File: src/rtl/sar_seq_pkg.sv
package sar_seq_pkg;
	// Converter geometry
	localparam int unsigned NUM_CH        = 8;
	localparam int unsigned CH_W          = 3;
	localparam int unsigned RES_W         = 12;
	localparam int unsigned SAMP_W        = 8;
	// Conversion clock limit and conversion length
	localparam int unsigned SYS_CLK_MHZ   = 250;
	localparam int unsigned CONV_CLK_MHZ  = 18;
	localparam int unsigned CONV_CLOCKS   = 18;
	// System clocks per conversion clock, least figure rounded up
	localparam int unsigned CONV_DIV      =
		(SYS_CLK_MHZ + CONV_CLK_MHZ - 1) / CONV_CLK_MHZ;
	localparam int unsigned DIV_W         = 5;
	localparam int unsigned CNT_W         = 5;
	// Bit-decision clocks after acquisition
	localparam logic [CNT_W-1:0] BIT_CLOCKS = CNT_W'(RES_W);
	// Reference select encodings
	localparam logic [1:0] REF_VDD        = 2'h0;
	localparam logic [1:0] REF_VDD_HALF   = 2'h1;
	localparam logic [1:0] REF_BANDGAP    = 2'h2;
	localparam logic [1:0] REF_EXTERNAL   = 2'h3;
	// Mux code of the temperature sensor input
	localparam logic [CH_W:0] TEMP_SEL    = 4'h8;
	// Reset values
	localparam logic [SAMP_W-1:0] SAMP_RST = 8'h03;
	localparam logic [RES_W-1:0]  LOW_RST  = 12'h000;
	localparam logic [RES_W-1:0]  HIGH_RST = 12'hFFF;
	// Sequencer states
	typedef enum logic [1:0] {ST_IDLE, ST_SAMPLE, ST_CONVERT} seq_state_e;
endpackage
File: src/rtl/sar_core_if.sv
`timescale 1ns/1ps
interface sar_core_if;
	import sar_seq_pkg::*;
	logic              tick;
	logic [CNT_W-1:0]  samp_len;
	logic              start;
	logic              busy;
	logic              done;
	logic [RES_W-1:0]  code;
	logic              hold;
	logic              cmp_out;
	logic [RES_W-1:0]  dac_code;
	logic              stop;
	modport seq  (output tick, samp_len, start, stop, input busy, done, code,
		hold, dac_code, output cmp_out);
	modport core (input tick, samp_len, start, stop, cmp_out, output busy,
		done, code, hold, dac_code);
endinterface

File: src/rtl/sar_adc_sequencer_control.sv
`timescale 1ns/1ps
// Summary of operation
// - Conversion clock at most 18 MHz; 12-bit result takes 18+ clocks.
// - Next channel starts right after a result; no idle cycles.
// - Reference select picks supply, half supply, bandgap or external pin.
// - Acquisition window length is a programmable count.
// - Eight fixed inputs, each individually enabled for the scan.
// - Once started, the sequencer converts every enabled channel by itself.
// - Channel stepping by state machine, or by software choosing next.
// - Each channel keeps its latest result in its own buffer.
// - Each channel has its own sample time, applied when converting it.
// - Low and high limits; result outside them raises out-of-range flag.
// - Range check applied per result as it is produced.
// - Temperature sensor selectable and converted like any other channel.
// - Converter halted while chip is in deep sleep or hibernate.
// - Control bit switches off the temperature sensor bias current.
module sar_adc_sequencer_control
	import sar_seq_pkg::*;
#(
	parameter int unsigned NCH = NUM_CH
)(
	// Clock and reset
	input  wire logic                   clock,
	input  wire logic                   rst_n,
	// Configuration
	input  wire logic                   enable,
	input  wire logic                   low_power_mode,
	input  wire logic [1:0]             ref_select,
	input  wire logic [NCH-1:0]         chan_enable,
	input  wire logic [NCH*SAMP_W-1:0]  samp_time,
	input  wire logic                   temp_enable,
	input  wire logic [SAMP_W-1:0]      temp_samp_time,
	input  wire logic                   temp_bias_off,
	input  wire logic [RES_W-1:0]       limit_low,
	input  wire logic [RES_W-1:0]       limit_high,
	input  wire logic                   fw_mode,
	// Commands
	input  wire logic                   scan_start,
	input  wire logic                   continuous,
	input  wire logic                   fw_select_valid,
	input  wire logic [CH_W:0]          fw_select,
	input  wire logic                   range_clear,
	input  wire logic                   scan_clear,
	// Result read port
	input  wire logic [CH_W:0]          rd_chan,
	output logic [RES_W-1:0]            rd_data,
	// Analog side
	input  wire logic                   comparator,
	output logic [RES_W-1:0]            dac_code,
	output logic                        sample_hold,
	output logic [CH_W:0]               converter_input_mux,
	output logic [1:0]                  ref_sel_out,
	output logic                        temp_bias_en,
	// Status
	output logic                        busy,
	output logic                        range_flag,
	output logic [NCH:0]                range_chan,
	output logic                        scan_done
);
	sar_core_if core ();

	// Conversion clock divider and sequencer state
	logic [DIV_W-1:0]  div_r, div_nxt;
	logic              tick_r, tick_nxt;
	seq_state_e        st_r, st_nxt;
	logic [CH_W:0]     ch_r, ch_nxt;
	logic              run_r, run_nxt;
	logic              start_r, start_nxt;
	logic              mux_hold_r, mux_hold_nxt;
	// Status and results
	logic [RES_W-1:0]  buf_r [NCH+1];
	logic [RES_W-1:0]  rd_r, rd_nxt;
	logic              rflag_r, rflag_nxt;
	logic [NCH:0]      rch_r, rch_nxt;
	logic              sdone_r, sdone_nxt;
	logic [RES_W-1:0]  dac_r;
	logic              sh_r;
	logic [1:0]        ref_r;
	logic              bias_r;
	logic              busy_r;
	logic              active;
	logic [NCH:0]      en_all;
	logic [CH_W:0]     next_ch;
	logic              has_next;
	logic              out_of_range;

	// Lowest enabled channel above the given one; temperature last
	function automatic logic [CH_W+1:0] find_next(input logic [NCH:0] en,
			input logic [CH_W:0] from, input logic incl);
		logic [CH_W+1:0] res;
		res = '1;
		for (int i = NCH; i >= 0; i--) begin
			if (en[i] && ((CH_W+1)'(i) > {1'b0, from} ||
					(incl && (CH_W+1)'(i) == {1'b0, from})))
				res = (CH_W+2)'(i);
		end
		return res;
	endfunction

	// Sample length of a channel, counted in conversion clocks
	function automatic logic [CNT_W-1:0] samp_of(input logic [CH_W:0] ch,
			input logic [NCH*SAMP_W-1:0] st, input logic [SAMP_W-1:0] ts);
		logic [SAMP_W-1:0] v;
		v = (ch == TEMP_SEL) ? ts : st[ch[CH_W-1:0]*SAMP_W +: SAMP_W];
		// Floor keeps a conversion at no fewer than 18 clocks
		if (v < SAMP_W'(CONV_CLOCKS - RES_W))
			v = SAMP_W'(CONV_CLOCKS - RES_W);
		if (v > SAMP_W'({CNT_W{1'b1}}))
			v = SAMP_W'({CNT_W{1'b1}});
		return v[CNT_W-1:0];
	endfunction

	assign active   = enable && !low_power_mode;
	assign en_all   = {temp_enable, chan_enable};
	assign out_of_range = (core.code < limit_low) ||
		(core.code > limit_high);

	// Next channel in the scan order
	always_comb begin
		logic [CH_W+1:0] f;
		f = find_next(en_all, ch_r, 1'b0);
		has_next = !f[CH_W+1];
		next_ch  = f[CH_W:0];
	end

	// Engine drive
	assign core.tick     = tick_r;
	assign core.start    = start_r;
	assign core.cmp_out  = comparator;
	// Acquisition length follows the channel now selected
	assign core.samp_len = samp_of(ch_r, samp_time,
		temp_samp_time);
	// Sleep or disable aborts a conversion in flight
	assign core.stop     = !active;

	sar_bit_engine u_engine (
		.clock (clock),
		.rst_n (rst_n),
		.bus   (core)
	);

	// Conversion clock enable at no more than 18 MHz
	always_comb begin
		if (div_r == DIV_W'(CONV_DIV - 1)) begin
			div_nxt  = '0;
			tick_nxt = 1'b1;
		end else begin
			div_nxt  = div_r + DIV_W'(1);
			tick_nxt = 1'b0;
		end
	end

	// Sequencer next state
	always_comb begin
		logic [CH_W+1:0] first;
		first     = find_next(en_all, '0, 1'b1);
		st_nxt    = st_r;
		ch_nxt    = ch_r;
		run_nxt   = run_r;
		start_nxt = 1'b0;
		sdone_nxt = sdone_r && !scan_clear;
		rflag_nxt = rflag_r && !range_clear;
		rch_nxt   = range_clear ? '0 : rch_r;
		mux_hold_nxt = mux_hold_r;
		unique case (st_r)
			ST_IDLE: begin
				if (active && fw_mode && fw_select_valid &&
						fw_select <= TEMP_SEL) begin
					ch_nxt    = fw_select;
					start_nxt = 1'b1;
					st_nxt    = ST_SAMPLE;
				end else if (active && !fw_mode && scan_start &&
						!first[CH_W+1]) begin
					ch_nxt    = first[CH_W:0];
					run_nxt   = 1'b1;
					start_nxt = 1'b1;
					st_nxt    = ST_SAMPLE;
				end
			end
			// Engine takes the start strobe here
			ST_SAMPLE: st_nxt = ST_CONVERT;
			// Wait for the result, then pick the next input
			ST_CONVERT: begin
				if (!active) begin
					st_nxt  = ST_IDLE;
					run_nxt = 1'b0;
				end else if (core.done) begin
					// Flag as each result lands
					if (out_of_range) begin
						rflag_nxt = 1'b1;
						rch_nxt[ch_r] = 1'b1;
					end
					if (fw_mode || !run_r) begin
						st_nxt  = ST_IDLE;
						run_nxt = 1'b0;
					end else if (has_next) begin
						// Restart in the same cycle: no gap
						ch_nxt    = next_ch;
						start_nxt = 1'b1;
						st_nxt    = ST_SAMPLE;
					end else begin
						sdone_nxt = 1'b1;
						if (continuous && !first[CH_W+1]) begin
							ch_nxt    = first[CH_W:0];
							start_nxt = 1'b1;
							st_nxt    = ST_SAMPLE;
						end else begin
							st_nxt  = ST_IDLE;
							run_nxt = 1'b0;
						end
					end
				end
			end
			// Unused state code falls back to idle
			default: begin
				st_nxt  = ST_IDLE;
				run_nxt = 1'b0;
			end
		endcase
		// Input switch stays closed while a conversion is pending
		mux_hold_nxt = (st_nxt != ST_IDLE);
	end

	// Result read mux
	always_comb begin
		rd_nxt = (rd_chan <= TEMP_SEL) ? buf_r[rd_chan] : '0;
	end

	// Sequencer and status registers
	always_ff @(posedge clock or negedge rst_n) begin
		if (!rst_n) begin
			div_r      <= '0;
			tick_r     <= 1'b0;
			st_r       <= ST_IDLE;
			ch_r       <= '0;
			run_r      <= 1'b0;
			start_r    <= 1'b0;
			mux_hold_r <= 1'b0;
			rflag_r    <= 1'b0;
			rch_r      <= '0;
			sdone_r    <= 1'b0;
			rd_r       <= '0;
		end else begin
			div_r      <= div_nxt;
			tick_r     <= tick_nxt;
			st_r       <= st_nxt;
			ch_r       <= ch_nxt;
			run_r      <= run_nxt;
			start_r    <= start_nxt;
			mux_hold_r <= mux_hold_nxt;
			rflag_r    <= rflag_nxt;
			rch_r      <= rch_nxt;
			sdone_r    <= sdone_nxt;
			rd_r       <= rd_nxt;
		end
	end

	// Per-channel result buffers
	always_ff @(posedge clock or negedge rst_n) begin
		if (!rst_n) begin
			for (int i = 0; i <= NCH; i++)
				buf_r[i] <= '0;
		end else if (st_r == ST_CONVERT && core.done) begin
			buf_r[ch_r] <= core.code;
		end
	end

	// Registered analog controls
	always_ff @(posedge clock or negedge rst_n) begin
		if (!rst_n) begin
			dac_r  <= '0;
			sh_r   <= 1'b0;
			ref_r  <= REF_VDD;
			bias_r <= 1'b0;
			busy_r <= 1'b0;
		end else begin
			dac_r  <= core.dac_code;
			sh_r   <= core.hold;
			ref_r  <= ref_select;
			bias_r <= !temp_bias_off;
			busy_r <= (st_r != ST_IDLE) || core.busy;
		end
	end

	assign rd_data             = rd_r;
	assign dac_code            = dac_r;
	assign sample_hold         = sh_r;
	assign converter_input_mux = ch_r;
	assign ref_sel_out         = ref_r;
	assign temp_bias_en        = bias_r;
	assign busy                = busy_r;
	assign range_flag          = rflag_r;
	assign range_chan          = rch_r;
	assign scan_done           = sdone_r;
endmodule

File: src/rtl/sar_bit_engine.sv
`timescale 1ns/1ps
// Successive-approximation engine: acquisition window, then 12 bit trials
module sar_bit_engine
	import sar_seq_pkg::*;
(
	// Clock and reset
	input  wire logic clock,
	input  wire logic rst_n,
	// Sequencer side
	sar_core_if.core  bus
);
	typedef enum logic [1:0] {E_IDLE, E_ACQ, E_BITS} eng_state_e;
	eng_state_e       st_r, st_nxt;
	logic [CNT_W-1:0] cnt_r, cnt_nxt;
	logic [RES_W-1:0] trial_r, trial_nxt;
	logic [RES_W-1:0] bit_r, bit_nxt;
	logic             done_r, done_nxt;

	// Next state of the engine
	always_comb begin
		st_nxt    = st_r;
		cnt_nxt   = cnt_r;
		trial_nxt = trial_r;
		bit_nxt   = bit_r;
		done_nxt  = 1'b0;
		unique case (st_r)
			E_IDLE: begin
				if (bus.start) begin
					st_nxt  = E_ACQ;
					cnt_nxt = bus.samp_len;
				end
			end
			E_ACQ: begin
				if (bus.tick) begin
					// One tick beyond the count: the first tick may land
					// part-way into a conversion clock
					if (cnt_r == '0) begin
						st_nxt    = E_BITS;
						cnt_nxt   = BIT_CLOCKS;
						bit_nxt   = {1'b1, {(RES_W-1){1'b0}}};
						trial_nxt = {1'b1, {(RES_W-1){1'b0}}};
					end else begin
						cnt_nxt = cnt_r - CNT_W'(1);
					end
				end
			end
			E_BITS: begin
				if (bus.tick) begin
					// Keep or drop the trial bit from the comparator
					trial_nxt = bus.cmp_out ? trial_r : (trial_r & ~bit_r);
					trial_nxt = trial_nxt | (bit_r >> 1);
					bit_nxt   = bit_r >> 1;
					cnt_nxt   = cnt_r - CNT_W'(1);
					if (cnt_r == CNT_W'(1)) begin
						st_nxt   = E_IDLE;
						done_nxt = 1'b1;
					end
				end
			end
			default: st_nxt = E_IDLE;
		endcase
		// Leaving the active state drops the conversion at once
		if (bus.stop) begin
			st_nxt   = E_IDLE;
			done_nxt = 1'b0;
		end
	end

	// Engine registers
	always_ff @(posedge clock or negedge rst_n) begin
		if (!rst_n) begin
			st_r    <= E_IDLE;
			cnt_r   <= '0;
			trial_r <= '0;
			bit_r   <= '0;
			done_r  <= 1'b0;
		end else begin
			st_r    <= st_nxt;
			cnt_r   <= cnt_nxt;
			trial_r <= trial_nxt;
			bit_r   <= bit_nxt;
			done_r  <= done_nxt;
		end
	end

	assign bus.busy     = (st_r != E_IDLE);
	assign bus.hold     = (st_r == E_ACQ);
	assign bus.done     = done_r;
	assign bus.code     = trial_r;
	assign bus.dac_code = trial_r;
endmodule

File: config.mk
export PLATFORM = sky130hd
export DESIGN_NAME = sar_adc_sequencer_control
export DESIGN_NICKNAME = d
export VERILOG_FILES = /design/src/rtl/sar_seq_pkg.sv /design/src/rtl/sar_core_if.sv /design/src/rtl/sar_adc_sequencer_control.sv /design/src/rtl/sar_bit_engine.sv
export SDC_FILE = /design/constraint.sdc
export NUM_CORES = 1
export LEC_CHECK = 0
export ABC_AREA = 1
export ABC_CLOCK_PERIOD_IN_PS = 2000
export BUFFER_PORTS_ARGS = -buffer_cell sky130_fd_sc_hd__clkbuf_2
export CAP_MARGIN = 10
export CORE_ASPECT_RATIO = 0.9
export CORE_UTILIZATION = 35
export CTS_CLUSTER_DIAMETER = 150
export DETAILED_ROUTE_END_ITERATION = 16
export PLACE_DENSITY = 0.66
export SLEW_MARGIN = 40
export SYNTH_ARGS = -nofsm -noshare
export SYNTH_HDL_FRONTEND = slang
export SYNTH_SLANG_ARGS = --single-unit
File: constraint.sdc
create_clock -name clock -period 2 [get_ports clock]
set_clock_uncertainty 0.1 [all_clocks]
set_input_delay 0.1 -clock clock [delete_from_list [all_inputs] [get_ports clock]]
set_output_delay 0.1 -clock clock [all_outputs]
set_load 0.03 [all_outputs]
==> metrics.md <==
| Metric | Value |
|---|---|
| Core box area | `0.0280 mm^2` |
| Power per standard cell area | `866 mW/mm^2` |
| Power Total | `10800 uW` |
| CTS tree | `done` |
| Vias | `9209` |
| Lkg Pwr | `0.00633 uW` |
| Die Height | `162 um` |
| Critical path class | `reg -> reg` |
| Die area | `0.0292 mm^2` |
| Initial drt markers | `780` |
| Clk buf depth | `2` |
| Post-synth ARST share | `100%` |
| Hold slack | `0.0388 ns` |
| Critical Path Fanout Max | `7` |
| Peak VDD IR | `0.000637 V` |
| CP peak stage delay | `0.46 ns` |
| I/O Pins | `171` |
| Largest net degree at the start of global routing | `53` |
| Grt ovf | `0` |
| HP Class | `in -> reg` |
| Diode count | `0` |
| Die Wd | `180 um` |
| H-tree depth | `4` |
| Wirelength, routed | `27900 um` |
| Max-slew headroom | `66.5%` |
| Failing checks | `DRC` |
| Period Utilization, post-route | `93.7%` |
| Max-capacitance violation count | `0` |
| DRC Markers | `5` |
| Mean post-synth cell area | `8.14 um^2` |
| Final setup vio count | `0` |
| HPWL after DPL | `20000 um` |
| Mapped cell area | `0.00998 mm^2` |
| Endpoints failing hold | `0` |
| Share of cells above drive strength 1 | `23.2%` |
| FILL cells | `2760` |
| Final #Nets | `1601` |
| Gpl congestion | `0.899` |
| Fmax | `534 MHz` |
| Vias in the first global route | `8789` |
| GR Util All Layers | `19.7%` |
| Root Driver | `clkbuf_16` |
| Worst slew pin tran | `0.498 ns` |
| Wire per inst | `15.4 um` |
| Start of the worst register-to-register path | `converter_input_mux[3]$_DFFE_PN0P_` |
| Min Tclk post-route | `1.87 ns` |
| CP Launch Type | `flop` |
| Post-DRT Antenna Nets | `0` |
| 1st-pass router iterations | `11` |
| Clk sinks | `194` |
| Post-synth EDFFs | `0` |
| Distinct cell type count after synthesis | `46` |
| Top FF cell, synth | `dfrtp_1` |
| Synth warn | `0` |
| Layout Area Growth over Synthesis | `25.6%` |
| Outcome | `complete, but fails checks` |
| # rows | `58` |
| Initial antenna violation count | `0` |
| Required @ worst endpoint | `2.24 ns` |
| Slowest stage cell, crit path | `dfrtp_2` |
| Synthesized flop and latch total | `194` |
| Final core utilization | `44.7%` |
| Port Buffers | `170` |
| Via density | `5.07` |
| Inserted Clock Buffers | `17` |
| Worst Setup End Kind | `flop` |
| Starting Density | `35.6%` |
| Critical path cell sequence | `inv_2 -> nand2_2 -> inv_2 -> nand3_2 -> nand3_2 -> nand2_2 -> nor2_4 -> nand3b_4 -> o21bai_4 -> nand2_4 -> nand2_1 -> o21ai_2` |
| Final Max Slew Viols | `0` |
| Syn nets | `1385` |
| Worst EP arrival | `2.11 ns` |
| Clk_lat worst skew | `0.44 ns` |
| First-pass GRT wire length | `45700 um` |
| CP startpoint | `converter_input_mux[3]$_DFFE_PN0P_` |
| Worst-path clk slew | `0.08 ns` |
| Hold_sp | `rd_chan[3]` |
| Synthesized instance count | `1226` |
| Sequential area share after synthesis | `48.7%` |
[report_power, final]
group	internal, uW	switching, uW
logic	1090	1930
registers	4160	223
clock network	1780	1660
[final cells by class]
cell class	count	area, um^2	area share, %
tap	360	450	3.59
clock buffer	17	425	3.39
inverter	155	591	4.71
sequential	194	4860	38.8
timing repair buffer	248	1600	12.8
multi-input combinational	826	4430	35.4
clock inverter	15	170	1.36
[layer usage]
metal	vias up	share of wire [%]	GRT usage [%]
met5	-	0	0
met4	0	1.5	5.53
met3	38	5.4	3.30
met2	290	45	30.9
met1	4411	48	28.1
li1	4470	-	-
[stage by stage]
stage | setup TNS (ns) | setup WS, ns | area (um^2) | instances
3_3_place_gp | 0 | 0.0616 | 11600 | 1765
6_report | 0 | 0.126 | 12500 | 1815
2_1_floorplan | 0 | 0.0455 | 9980 | 1226
5_1_grt | -0.0274 | -0.0116 | 12500 | 1815
3_5_place_dp | 0 | 0.0174 | 11600 | 1765
4_1_cts | 0 | 0.00949 | 12300 | 1809
[state kept, by name (all words and copies together) (netlist names), 2 cells and up]
name,cells
buf_r,108
converter_input_mux,4
dac_code,12
div_r,5
range_chan,9
rd_data,12
ref_sel_out,2
st_r,2
u_engine.bit_r,12
u_engine.bus.code,12
u_engine.cnt_r,5
u_engine.st_r,2
[final timing paths]
path,end,slack [ns],cells past startpoint
worst min register to register,dac_code[7]$_DFF_PN0_,0.36,0
max in group asynchronous,buf_r[23]$_DFFE_PN0P_,1.03,3
worst min-delay path,rd_data[1]$_DFF_PN0_,0.04,4
worst max-delay path,converter_input_mux[2]$_DFFE_PN0P_,0.13,12
min in group asynchronous,rd_data[3]$_DFF_PN0_,0.08,2
worst max register to register,converter_input_mux[2]$_DFFE_PN0P_,0.13,12
[kinds of logic (layout without fill, tap and decap cells)]
group | after synthesis | in the layout | synth area share (%)
buffers and inverters | 206 | 435 | 8.25
multiplexers | 12 | 12 | 1.20
AO/OA/AOI/OAI | 321 | 321 | 17.7
flip-flops | 194 | 194 | 48.7
XOR/XNOR | 4 | 4 | 0.351
AND/OR/NAND/NOR | 457 | 457 | 19.8
adder cells (fa/ha/maj) | 32 | 32 | 4.01
[critical path: cells and delay by family, from the launching register on]
family | cells | cell delay, ns
AO/OA/AOI/OAI | 2 | 0.25
buffers and inverters | 2 | 0.18
AND/OR/NAND/NOR | 8 | 0.78
flip-flops | 1 | 0.46
[placed cells by master, fill, tap and decap left out, types with 4 or more instances in the layout]
cell type,n
a21oi_1,51
buf_12,9
buf_4,54
clkbuf_16,17
clkbuf_2,169
dfrtp_1,189
dfrtp_2,5
dlygate4sd3_1,12
ha_1,29
inv_1,137
inv_2,12
inv_6,4
mux2i_1,12
nand2_1,278
nand2_2,6
nand3_1,53
nand3_2,7
nand4_1,8
nor2_1,69
nor2_2,6
nor2_4,9
nor3_1,5
o211ai_1,19
o21ai_0,188
o21ai_1,21
o221ai_1,12
o22ai_1,12
[synth_stat cells, drive strengths merged, types with 3 or more instances]
library cell    n  area share [%]
nand2         287              11
clkinv          3            0.11
nand4           8            0.50
nor3           10            0.82
xor2            3            0.26
o21ai         211              11
buf            19             1.2
ha             32             4.0
inv           152             5.7
o211ai         19             1.4
o31ai           3            0.23
nand3          61             3.2
o221ai         12             1.1
mux2i          12             1.2
dfrtp         194              49
clkbuf         32             1.2
or2             3            0.19
nor2           84             3.7
a21oi          54             2.7
o22ai          12            0.75
[repair_timing]
action                                  CTS  global route
pin swaps                                 0            10
buffers inserted                          0             6
hold endpoints to repair                212             0
hold buffers                             12             0
gates resized for setup                   1            52
endpoints found under the setup margin    2            33
Power figures use the tool's default switching activity.
